### config.mk
export PLATFORM = sky130hd
export DESIGN_NAME = cvd_top
export DESIGN_NICKNAME = d
export VERILOG_FILES = /design/src/logic/cvd_pkg.sv /design/src/logic/cvd_sync.sv /design/src/logic/cvd_top.sv
export SDC_FILE = /design/constraint.sdc
export NUM_CORES = 1
export LEC_CHECK = 0
export BUFFER_PORTS_ARGS = -buffer_cell sky130_fd_sc_hd__buf_2
export CAP_MARGIN = 20
export CORE_UTILIZATION = 45
export CTS_CLUSTER_SIZE = 40
export DETAILED_ROUTE_END_ITERATION = 7
export GPL_ROUTABILITY_DRIVEN = 0
export GPL_TIMING_DRIVEN = 0
export HOLD_SLACK_MARGIN = 0.12
export PLACE_DENSITY_LB_ADDON = 0.05
export SYNTH_ARGS = -nofsm -noshare
export SYNTH_HDL_FRONTEND = slang
export SYNTH_HIERARCHICAL = 1
export SYNTH_SLANG_ARGS = --single-unit
### constraint.sdc
create_clock -name clk_i -period 2 [get_ports clk_i]
set_input_delay 0.1 -clock clk_i [delete_from_list [all_inputs] [get_ports clk_i]]
set_output_delay 0.1 -clock clk_i [all_outputs]
set_load 0.05 [all_outputs]
### src/logic/cvd_pkg.sv
// cvd_pkg: constants shared by the camera video data-valid/trigger/fill block.
// assumes 32-bit classic wishbone with one register per aligned word.
`default_nettype none

package cvd_pkg;

	// ---------------------------------------------------------------
	// register indices (byte address = index * 4)
	// ---------------------------------------------------------------
	localparam logic [7:0] IDX_DV_CFG = 8'h41;
	localparam logic [7:0] IDX_TRIG_CFG = 8'h42;
	localparam logic [7:0] IDX_TRIG_DLY = 8'h43;
	localparam logic [7:0] IDX_FILL_START = 8'h44;
	localparam logic [7:0] IDX_FILL_CTRL = 8'h45;
	localparam logic [7:0] IDX_FILL_END = 8'h46;
	localparam logic [7:0] IDX_STATUS = 8'h47;
	localparam logic [7:0] IDX_LV_START = 8'h54;
	localparam logic [7:0] IDX_RW_START = 8'h58;
	localparam logic [7:0] IDX_RW_END = 8'h5a;
	localparam int ADR_LO = 2;
	localparam int ADR_HI = 9;

	// ---------------------------------------------------------------
	// reset values
	// ---------------------------------------------------------------
	localparam logic [7:0] RST_BYTE = 8'h00;
	localparam logic [15:0] RST_HALF = 16'h0000;

	// ---------------------------------------------------------------
	// field positions
	// ---------------------------------------------------------------
	localparam int SKIP_HI = 7;
	localparam int SKIP_LO = 4;
	localparam int POLICY_HI = 3;
	localparam int POLICY_LO = 0;
	localparam int LAMP_BIT = 7;
	localparam int INSEL_BIT = 3;
	localparam int EDGE_BIT = 2;
	localparam int FRAME_GATE_BIT = 1;
	localparam int RASTER_GATE_BIT = 0;
	localparam int FILL_EN_BIT = 5;

	// blanking_valid_policy codes
	localparam logic [3:0] POL_LOW = 4'h0;
	localparam logic [3:0] POL_HIGH = 4'h1;
	localparam logic [3:0] POL_SKIP = 4'h2;
	localparam logic [3:0] POL_OFF = 4'h3;

	// fixed pipeline latency added to the raster trigger delay
	localparam logic [8:0] PIPE_LAT = 9'h006;

	typedef enum logic [2:0] {
		CVD_IDLE = 3'b001,
		CVD_WAIT = 3'b010,
		CVD_DELAY = 3'b100
	} cvd_gate_e;

endpackage

`default_nettype wire

### src/logic/cvd_sync.sv
// cvd_sync: two-flop synchroniser for one level from another domain.
// assumes the input is a pin; nothing but the second flop reads stage one.
`default_nettype none

module cvd_sync (
	input wire logic clk_i,
	input wire logic rst_i,
	input wire logic async_i,
	output logic sync_o
);
	logic meta_q;
	logic meta_d;
	logic sync_q;
	logic sync_d;

	always_comb begin
		meta_d = async_i;
		sync_d = meta_q;
	end

	always_ff @(posedge clk_i) begin
		if (rst_i) begin
			meta_q <= 1'b0;
			sync_q <= 1'b0;
		end else begin
			meta_q <= meta_d;
			sync_q <= sync_d;
		end
	end

	assign sync_o = sync_q;
endmodule

`default_nettype wire

### src/logic/cvd_top.sv
// cvd_top: data-valid strobe, trigger gating and margin fill for a
// simulated camera output, all on the pixel clock.
// assumes the horizontal/vertical timing generator on the same clock
// supplies hcnt, line/frame valid and raster/frame start requests.
//
// Local design decision: register access over Wishbone.
`default_nettype none

module cvd_top
	import cvd_pkg::*;
(
	input wire logic clk_i,
	input wire logic rst_i,
	input wire logic cyc_i,
	input wire logic stb_i,
	input wire logic we_i,
	input wire logic [31:0] adr_i,
	input wire logic [3:0] sel_i,
	input wire logic [31:0] dat_i,
	output logic [31:0] dat_o,
	output logic ack_o,
	input wire logic cc1_i,
	input wire logic cc2_i,
	input wire logic [15:0] hcnt_i,
	input wire logic line_valid_i,
	input wire logic frame_valid_i,
	input wire logic raster_req_i,
	input wire logic frame_req_i,
	input wire logic [7:0] dma_data_i,
	output logic raster_go_o,
	output logic frame_go_o,
	output logic dma_read_o,
	output logic line_valid_o,
	output logic frame_valid_o,
	output logic data_valid_o,
	output logic [7:0] pix_data_o,
	output logic lamp_o
);
	// ---------------------------------------------------------------
	// register bus
	// ---------------------------------------------------------------
	logic [7:0] dv_cfg_q, dv_cfg_d;
	logic [7:0] trig_cfg_q, trig_cfg_d;
	logic [7:0] trig_dly_q, trig_dly_d;
	logic [7:0] fill_start_q, fill_start_d;
	logic [7:0] fill_end_q, fill_end_d;
	logic [7:0] fill_ctrl_q, fill_ctrl_d;
	logic [15:0] lv_start_q, lv_start_d;
	logic [15:0] rw_start_q, rw_start_d;
	logic [15:0] rw_end_q, rw_end_d;
	logic [31:0] dat_q, dat_d;
	logic ack_q, ack_d;
	logic [7:0] idx, status;
	logic wr, line_sel;
	cvd_gate_e gate_q, gate_d;
	assign idx = adr_i[ADR_HI:ADR_LO];
	assign wr = cyc_i && stb_i && we_i && !ack_q;
	function automatic logic [15:0] merge16(input logic [15:0] old,
		input logic [31:0] d, input logic [3:0] s);
		return {s[1] ? d[15:8] : old[15:8], s[0] ? d[7:0] : old[7:0]};
	endfunction
	always_comb begin
		dv_cfg_d = dv_cfg_q;
		trig_cfg_d = trig_cfg_q;
		trig_dly_d = trig_dly_q;
		fill_start_d = fill_start_q;
		fill_end_d = fill_end_q;
		fill_ctrl_d = fill_ctrl_q;
		lv_start_d = lv_start_q;
		rw_start_d = rw_start_q;
		rw_end_d = rw_end_q;
		ack_d = cyc_i && stb_i && !ack_q;
		dat_d = 32'h0000_0000;
		if (wr && sel_i[0]) begin
			case (idx)
				IDX_DV_CFG: dv_cfg_d = dat_i[7:0];
				IDX_TRIG_CFG: trig_cfg_d = dat_i[7:0];
				IDX_TRIG_DLY: trig_dly_d = dat_i[7:0];
				IDX_FILL_START: fill_start_d = dat_i[7:0];
				IDX_FILL_END: fill_end_d = dat_i[7:0];
				IDX_FILL_CTRL: fill_ctrl_d = dat_i[7:0];
				default: ;
			endcase
		end
		if (wr) begin
			case (idx)
				IDX_LV_START: lv_start_d = merge16(lv_start_q, dat_i, sel_i);
				IDX_RW_START: rw_start_d = merge16(rw_start_q, dat_i, sel_i);
				IDX_RW_END: rw_end_d = merge16(rw_end_q, dat_i, sel_i);
				default: ;
			endcase
		end
		if (cyc_i && stb_i && !we_i && !ack_q) begin
			case (idx)
				IDX_DV_CFG: dat_d[7:0] = dv_cfg_q;
				IDX_TRIG_CFG: dat_d[7:0] = trig_cfg_q;
				IDX_TRIG_DLY: dat_d[7:0] = trig_dly_q;
				IDX_FILL_START: dat_d[7:0] = fill_start_q;
				IDX_FILL_END: dat_d[7:0] = fill_end_q;
				IDX_FILL_CTRL: dat_d[7:0] = fill_ctrl_q;
				IDX_STATUS: dat_d[7:0] = status;
				IDX_LV_START: dat_d[15:0] = lv_start_q;
				IDX_RW_START: dat_d[15:0] = rw_start_q;
				IDX_RW_END: dat_d[15:0] = rw_end_q;
				default: dat_d = 32'h0000_0000;
			endcase
		end
	end

	always_ff @(posedge clk_i) begin
		if (rst_i) begin
			dv_cfg_q <= RST_BYTE;
			trig_cfg_q <= RST_BYTE;
			trig_dly_q <= RST_BYTE;
			fill_start_q <= RST_BYTE;
			fill_end_q <= RST_BYTE;
			fill_ctrl_q <= RST_BYTE;
			lv_start_q <= RST_HALF;
			rw_start_q <= RST_HALF;
			rw_end_q <= RST_HALF;
			dat_q <= 32'h0000_0000;
			ack_q <= 1'b0;
		end else begin
			dv_cfg_q <= dv_cfg_d;
			trig_cfg_q <= trig_cfg_d;
			trig_dly_q <= trig_dly_d;
			fill_start_q <= fill_start_d;
			fill_end_q <= fill_end_d;
			fill_ctrl_q <= fill_ctrl_d;
			lv_start_q <= lv_start_d;
			rw_start_q <= rw_start_d;
			rw_end_q <= rw_end_d;
			dat_q <= dat_d;
			ack_q <= ack_d;
		end
	end

	assign dat_o = dat_q;
	assign ack_o = ack_q;
	assign lamp_o = trig_cfg_q[LAMP_BIT];

	// ---------------------------------------------------------------
	// trigger detection and start gating
	// ---------------------------------------------------------------
	logic cc1_s, cc2_s, trig_edge;
	logic prev_q, prev_d, is_frame_q, is_frame_d;
	logic raster_go_q, raster_go_d, frame_go_q, frame_go_d;
	logic [8:0] cnt_q, cnt_d;
	cvd_sync u_sync_cc1 (.clk_i(clk_i), .rst_i(rst_i), .async_i(cc1_i),
		.sync_o(cc1_s));
	cvd_sync u_sync_cc2 (.clk_i(clk_i), .rst_i(rst_i), .async_i(cc2_i),
		.sync_o(cc2_s));
	// a source switch can fake one edge; the gate only listens while waiting
	assign line_sel = trig_cfg_q[INSEL_BIT] ? cc2_s : cc1_s;
	assign trig_edge = trig_cfg_q[EDGE_BIT] ?
		(prev_q && !line_sel) : (!prev_q && line_sel);
	assign status = {5'h00, line_sel, gate_q == CVD_DELAY,
		gate_q == CVD_WAIT};

	always_comb begin
		prev_d = line_sel;
		gate_d = gate_q;
		cnt_d = cnt_q;
		is_frame_d = is_frame_q;
		raster_go_d = 1'b0;
		frame_go_d = 1'b0;
		case (gate_q)
			CVD_IDLE: begin
				// frame start takes precedence: it is also a raster start
				if (frame_req_i) begin
					if (trig_cfg_q[FRAME_GATE_BIT]) begin
						gate_d = CVD_WAIT;
						is_frame_d = 1'b1;
					end else if (trig_cfg_q[RASTER_GATE_BIT]) begin
						gate_d = CVD_WAIT;
						is_frame_d = 1'b1;
					end else begin
						frame_go_d = 1'b1;
						raster_go_d = 1'b1;
					end
				end else if (raster_req_i) begin
					if (trig_cfg_q[RASTER_GATE_BIT]) begin
						gate_d = CVD_WAIT;
						is_frame_d = 1'b0;
					end else begin
						raster_go_d = 1'b1;
					end
				end
			end
			CVD_WAIT: begin
				if (trig_edge) begin
					if (trig_cfg_q[RASTER_GATE_BIT]) begin
						// delay plus fixed pipeline latency
						cnt_d = {1'b0, trig_dly_q} + PIPE_LAT;
						gate_d = CVD_DELAY;
					end else begin
						frame_go_d = is_frame_q;
						raster_go_d = 1'b1;
						gate_d = CVD_IDLE;
					end
				end
			end
			CVD_DELAY: begin
				if (cnt_q <= 9'h001) begin
					frame_go_d = is_frame_q;
					raster_go_d = 1'b1;
					gate_d = CVD_IDLE;
				end else begin
					cnt_d = cnt_q - 9'h001;
				end
			end
			default: gate_d = CVD_IDLE;
		endcase
	end

	always_ff @(posedge clk_i) begin
		if (rst_i) begin
			gate_q <= CVD_IDLE;
			prev_q <= 1'b0;
			cnt_q <= 9'h000;
			is_frame_q <= 1'b0;
			raster_go_q <= 1'b0;
			frame_go_q <= 1'b0;
		end else begin
			gate_q <= gate_d;
			prev_q <= prev_d;
			cnt_q <= cnt_d;
			is_frame_q <= is_frame_d;
			raster_go_q <= raster_go_d;
			frame_go_q <= frame_go_d;
		end
	end

	assign raster_go_o = raster_go_q;
	assign frame_go_o = frame_go_q;

	// ---------------------------------------------------------------
	// data-valid strobe, read window and margin fill
	// ---------------------------------------------------------------
	logic [3:0] phase_q, phase_d, skip, policy;
	logic strobe, active, fill_en, read_win;
	logic win_q, win_d, opened_q, opened_d;
	logic lv_q, fv_q, dv_q, rd_q, dv_d;
	logic [7:0] pix_q, pix_d;
	assign skip = dv_cfg_q[SKIP_HI:SKIP_LO];
	assign policy = dv_cfg_q[POLICY_HI:POLICY_LO];
	assign fill_en = fill_ctrl_q[FILL_EN_BIT];
	assign active = line_valid_i && frame_valid_i;
	always_comb begin
		// phase zero at line start keeps strobe phase equal on every raster
		if (hcnt_i == lv_start_q)
			phase_d = 4'h0;
		else if (phase_q >= skip)
			phase_d = 4'h0;
		else
			phase_d = phase_q + 4'h1;
		strobe = (phase_d == 4'h0);
		case (policy)
			POL_LOW: dv_d = active && strobe;
			POL_HIGH: dv_d = active ? strobe : 1'b1;
			POL_SKIP: dv_d = strobe;
			POL_OFF: dv_d = 1'b0;
			default: dv_d = active && strobe;
		endcase
		win_d = win_q;
		if (hcnt_i == rw_start_q)
			win_d = 1'b1;
		else if (hcnt_i == rw_end_q)
			win_d = 1'b0;
		opened_d = opened_q;
		if (hcnt_i == lv_start_q)
			opened_d = 1'b0;
		if (hcnt_i == rw_start_q)
			opened_d = 1'b1;
		// current-cycle window so data lines up with line-valid
		read_win = fill_en ? win_d : line_valid_i;
		if (read_win)
			pix_d = dma_data_i;
		else if (opened_d)
			pix_d = fill_end_q;
		else
			pix_d = fill_start_q;
	end
	always_ff @(posedge clk_i) begin
		if (rst_i) begin
			phase_q <= 4'h0;
			win_q <= 1'b0;
			opened_q <= 1'b0;
			lv_q <= 1'b0;
			fv_q <= 1'b0;
			dv_q <= 1'b0;
			rd_q <= 1'b0;
			pix_q <= RST_BYTE;
		end else begin
			phase_q <= phase_d;
			win_q <= win_d;
			opened_q <= opened_d;
			// all video outputs share one stage, skip never retimes them
			lv_q <= line_valid_i;
			fv_q <= frame_valid_i;
			dv_q <= dv_d;
			rd_q <= read_win;
			pix_q <= pix_d;
		end
	end
	assign line_valid_o = lv_q;
	assign frame_valid_o = fv_q;
	assign data_valid_o = dv_q;
	assign dma_read_o = rd_q;
	assign pix_data_o = pix_q;
endmodule

`default_nettype wire
==> results.toml, run 1 <==
[floorplanning]
initial_core_util = 0.4667
fp-row-count = 46
io_pins = 151
dieArea_um2 = 17230
core_um2 = 16120
die_w_um = 131.3
die_h_um = 131.3

[logic_synthesis]
async_reset_ff_frac = 0
synth_edf_count = 0
synth_flop_cell = "dfxtp_1"
yosysUniqueCellTypes = 65
synth.area.top_cells = "dfxtp_1, mux2i_1, nand2_1"
synthCells = 855
synth_seq_cells = 151
synth_top_area_cell = "dfxtp_1"
syn_area_um2 = 7521
syn-mean-instance-area_um2 = 8.796
synth-seq-area-share = 0.4019
synth_top_area_frac = 0.4019
yosysWarningCount = 6

[clock_network]
tritoncts = "yes"
path_clk_slew_ns = 0.07
clk_path_buf_depth = 2
cts_made_buffers = 17
clk_latency_ns = 0.44
cts_sinks = 151
htreeDepth = 4
root_buffer = "clkbuf_16"

[worst_setup_path]
end_kind = "flip-flop"
crit_path_max_fanout = 8
regToRegEndpoint = "pix_data_o[5]$_SDFF_PP0_"
crit_end = "pix_data_o[5]$_SDFF_PP0_"
crit-reg2reg-launch = "rw_end_q[10]$_SDFFE_PP0P_"
rrSetupSlack_ns = 0.04
cp.required_ns = 2.37
startpoint_type = "flip-flop"
crit_arrival_ns = 2.33
r2r_cells = 7
critPathKind = "reg2reg"
crit_start = "rw_end_q[10]$_SDFFE_PP0P_"

[placed_design]
placed_cell_area_um2 = 8268
preCtsSetupSlack_ns = -0.3853
dp_hpwl_mm = 16.39
io_buffers = 84

[sta]
fin_hold_ws_ns = 0.1687
worst_pin_slew_ns = 0.8593
relSlewSlack = 0.4271
period_needed_ns = 1.958
skew_ns = 0.009522
setup_viol = 0
rsz0062_at_grt = "yes"
hold_viol_final = 0
finalCritPeriodShare = 0.9790
setup_slack_ns = 0.04200
max_freq_ghz = 0.5107
drv_slew = 0

[power_and_ir_drop]
cellPowerDensity_nw_per_um2 = 749.5
combPwrFrac = 0.086
switching_share = 0.2525
p_switching_uw = 1804
p_int_uw = 5340
p_clk_frac = 0.489
power.leakage_uw = 0.003565
seq_power_share = 0.424
peakVddDrop_mv = 0.6331

[global_routing]
overflow = 0
track_usage = 0.2736
grt_pass1_vias = 6310
grt_start_max_net_pins = 17
grt_antenna_before_repair = 0
grt_pass1_wl_mm = 35.91

[routing]
drc = 3
firstDrtPassIters = 8
route.vias.total = 6817
avgRoutedWirePerCell_um = 18.78
drt_iter0_drc = 550
routed_wl_mm = 23.40
drtAntennaViolNets = 0
vias_per_cell = 5.471

[layout]
final_area_um2 = 9532
fin_util = 0.5915
drive_gt1_frac = 0.2505
finalNetCount = 1128
diodes = 0
syn_to_final_growth_pct = 26.73

[status]
violations = "design-rule violations"
status = "finished with violations"

[run]
maxCapViolCount = 0

[hold_path]
worst_hold_path_type = "in2reg"
placed cells by master (no fill, tap or decap), drive strengths merged, types with 10 or more instances in the layout:
cell type / synthesis / routed
mux2i: 64 / 64
clkbuf: 23 / 40
inv: 14 / 16
nand3: 30 / 30
a222oi: 15 / 15
nor2b: 14 / 14
nand2: 113 / 113
o21ai: 20 / 20
xnor2: 35 / 35
conb: 1 / 16
o31ai: 10 / 10
a21oi: 82 / 82
dfxtp: 151 / 151
dlygate4sd3: 0 / 36
nand4: 12 / 12
buf: 43 / 136
nor2: 99 / 99
nor3: 19 / 19
xor2: 21 / 21
kinds of logic after synthesis:
logic type / share of synthesized area
muxes: 0.08817
AOI/OAI and AO/OA: 0.1531
DFF: 0.4019
and+or+nand+nor: 0.2216
buffers and inverters: 0.05623
other: 0.0004986
xor gates and xnor gates: 0.06521
adders and majority gates: 0.01331
synthesized netlist by cell type (16+ instances only):
cell      count
nand3_1      29
xnor2_1      35
a21oi_1      66
buf_2        17
buf_4        21
mux2i_1      64
o21ai_0      19
nand2_1     104
clkbuf_1     23
nor2_1       96
xor2_1       21
dfxtp_1     151
a21oi_2      16
layer usage:
layer  global-route usage  wire length [um]  part of all wire
met1               0.3768             10810              0.46
met2               0.4249             10460              0.45
met3              0.04475              1423             0.061
met4               0.1111               705             0.030
met5                    0                 0                 0
critical path: stages (launching register included):
cell,delay (ns)
dfxtp_2,0.33
xor2_1,0.17
nor4_2,0.36
nand4_1,0.28
a211oi_4,0.32
buf_6,0.19
o31ai_2,0.09
a21oi_2,0.14
power by group through the flow:
stage / clock network [uW] / logic, uW / registers (uW)
floorplan: 0 / 288 / 3160
global placement: 0 / 536 / 3100
detailed placement: 0 / 534 / 3100
CTS: 3520 / 595 / 3030
global route: 3680 / 649 / 3030
finish: 3500 / 615 / 3030
how the worst min path moves through the flow:
| stage | to | cells after the start | start | slack, ns |
|---|---|---|---|---|
| 2_1_floorplan | u_sync_cc1/meta_q$_SDFF_PP0_ | 1 | rst_i | 0.17 |
| 3_3_place_gp | u_sync_cc1/meta_q$_SDFF_PP0_ | 2 | cc1_i | 0.31 |
| 3_5_place_dp | u_sync_cc1/meta_q$_SDFF_PP0_ | 2 | cc1_i | 0.32 |
| 4_1_cts | dat_o[11]$_SDFF_PP0_ | 4 | we_i | 0.15 |
| 5_1_grt | lv_start_q[13]$_SDFFE_PP0P_ | 4 | sel_i[1] | 0.19 |
| 6_report | dat_o[11]$_SDFF_PP0_ | 4 | we_i | 0.17 |
timing repair:
item,CTS,global route
resized for setup,10,41
setup endpoints to repair,22,91
endpoints found under the hold margin,103,0
setup buffers,3,4
gates cloned,0,2
hold buffers,36,0
pin swaps,3,10
area by class of cell:
type                    count  area [um2]
plain buffers              65       371.6
inverters                  14       52.55
clock inverters            14       200.2
well taps                 216       270.3
repair buffers            129       868.3
multi-input cells         639        4305
fillers                  1473        6584
flip-flops and latches    151        3034
clock buffers              18       429.2
per-stage QoR:
stage,setup TNS [ns],total power [uW],instances
6_report,0,7144,1246
2_1_floorplan,0,3444,870
5_1_grt,-0.2437,7361,1246
3_3_place_gp,-18.82,3636,1170
4_1_cts,0,7146,1241
3_5_place_dp,-18.57,3634,1170
sequential cells by signal, summed over array words and instances (netlist names), 9 cells and up:
register    cells
rw_end_q       16
dat_o          16
cnt_q           9
rw_start_q     16
lv_start_q     16
Note: power is estimated with default switching activity, not from simulation.
==> run 2, diff against run 1 <==
CORE_UTILIZATION = 50   (was 45)
==> results.toml, run 2 (synthesis gave the netlist of run 1 again) <==
[status]
status = "complete, no violations"

[worst_setup_path]
critPathMaxStageDelay_ns = 0.40
end_kind = "flip-flop"
cp_top_family = "simple AND/OR/NAND/NOR gates"
slowest_stage = "nor4_4"
cpMostUsedCell = "buf_4"
worst-path-buf-inv = 2
crit_arrival_ns = 2.28
crit_path_max_fanout = 7
crit_chain = "xnor2_1 > nand4_1 > nor4_4 > buf_4 > a211oi_4 > buf_4 > o31ai_2 > a21oi_2"
startpoint_type = "flip-flop"
cp.required_ns = 2.31
critPathKind = "reg2reg"

[global_routing]
track_usage = 0.2886
grt_start_max_net_pins = 17
grt.met3_usage = 0.05455
grt_pass1_wl_mm = 34.40
grt_use_met1 = 0.3839
overflow = 0
grt_antenna_before_repair = 0
grt_use_met2 = 0.4582
top_usage_layer = "met2"
grt_pass1_vias = 6290

[power_and_ir_drop]
switching_share = 0.2367
combPwrFrac = 0.085
cellPowerDensity_nw_per_um2 = 747.1
p_clk_frac = 0.488
seq_power_share = 0.427
power.leakage_uw = 0.003578
p_int_uw = 5424
p_switching_uw = 1681
peakVddDrop_mv = 0.5476

[layout]
layout_commonest_cell = "dfxtp_1"
syn_to_final_growth_pct = 26.45
fin_util = 0.6519
diodes = 0
final_cells = 1215
layout_common_cells = "dfxtp_1, nand2_1, buf_2"
finalNetCount = 1129
drive_gt1_frac = 0.2435

[clock_network]
cts_sinks = 151
cts_made_buffers = 17
tritoncts = "yes"
root_buffer = "clkbuf_16"
path_clk_slew_ns = 0.06
clk_latency_ns = 0.42
htreeDepth = 4
clk_path_buf_depth = 2

[placed_design]
preCtsSetupSlack_ns = -0.3480
place_inst = 1138
dp_hpwl_mm = 15.82
io_buffers = 84

[routing]
drc = 0
routed_wl_mm = 22.40
vias_per_cell = 5.597
drt_iter0_drc = 465
drtAntennaViolNets = 0
route.vias.total = 6800
avgRoutedWirePerCell_um = 18.44
firstDrtPassIters = 6

[floorplanning]
initial_core_util = 0.5155
die_w_um = 124.6
die_h_um = 124.6
fp-row-count = 44
io_pins = 151
dieArea_um2 = 15540
core_um2 = 14590

[sta]
period_needed_ns = 1.970
setup_viol = 0
hold_viol_final = 0
rsz0062_at_grt = "yes"
setup_tns_ns = 0
drv_slew = 0
relSlewSlack = 0.4200
skew_ns = 0.007410
worst_pin_slew_ns = 0.8701
fin_hold_ws_ns = 0.1697
finalCritPeriodShare = 0.9848
setup_slack_ns = 0.03042
max_freq_ghz = 0.5077

[run]
maxCapViolCount = 0

[hold_path]
worst_hold_path_type = "in2reg"
==> run 2: cell types whose count changed in the layout (fill, tap and decap cells not counted), moves of 2 or more <==
cell        delta
mux2i_4        +2
mux2i_2        -3
clkinvlp_4     +2
dfxtp_2        -3
clkbuf_8       +3
clkinv_4       -4
dfxtp_1        +3
==> run 2: layout make-up <==
type | count | area, um2
tap | 184 | 230.2
clock buffer | 21 | 470.5
clock inverter | 11 | 168.9
timing repair buffer | 130 | 884.6
fill | 1281 | 5079
multi-input combinational | 639 | 4300
buffer | 65 | 372.9
inverter | 14 | 52.55
sequential | 151 | 3030
==> run 2: power by group through the flow <==
stage	Clock [uW]	Combinational [uW]	Sequential (uW)
final	3470	606	3030
after global routing	3650	640	3030
after detailed placement	0	529	3100
after CTS	3490	588	3030
after global placement	0	531	3100
after floorplan	0	288	3160
==> run 2: repair_timing <==
| item | 4_1_cts | 5_1_grt |
|---|---|---|
| resized for setup | 6 | 37 |
| hold buffers | 36 | 0 |
| buffers inserted | 4 | 5 |
| pin swaps | 3 | 8 |
| endpoints found under the setup margin | 22 | 81 |
| cloned | 0 | 1 |
| endpoints found under the hold margin | 97 | 0 |
==> run 2: tightest hold or removal path, stage by stage <==
cell and delay (ns):
buf_2 0.15, nor3_2 0.09, o21ai_4 0.13, a21oi_1 0.06
==> run 2: final timing paths <==
check / start / end / slack, ns / depth (start not counted)
hold reg to reg: phase_q[0]$_SDFF_PP0_ / phase_q[0]$_SDFF_PP0_ / 0.44 / 1
setup reg to reg: rw_start_q[9]$_SDFFE_PP0P_ / pix_data_o[4]$_SDFF_PP0_ / 0.03 / 8
setup / recovery: rw_start_q[9]$_SDFFE_PP0P_ / pix_data_o[4]$_SDFF_PP0_ / 0.03 / 8
hold / removal: we_i / dat_o[9]$_SDFF_PP0_ / 0.17 / 4
==> run 2: through the flow <==
stage               total power [uW]  area, um2
CTS                             7115       9298
detailed placement              3629       8228
finish                          7105       9510
floorplan                       3444       7577
global route                    7327       9510
global placement                3630       8228
==> run 2: routing by layer <==
metal | part of all wire | routed length (um)
met5 | 0 | 0
met2 | 0.47 | 10460
met3 | 0.065 | 1466
met1 | 0.44 | 9843
met4 | 0.028 | 634
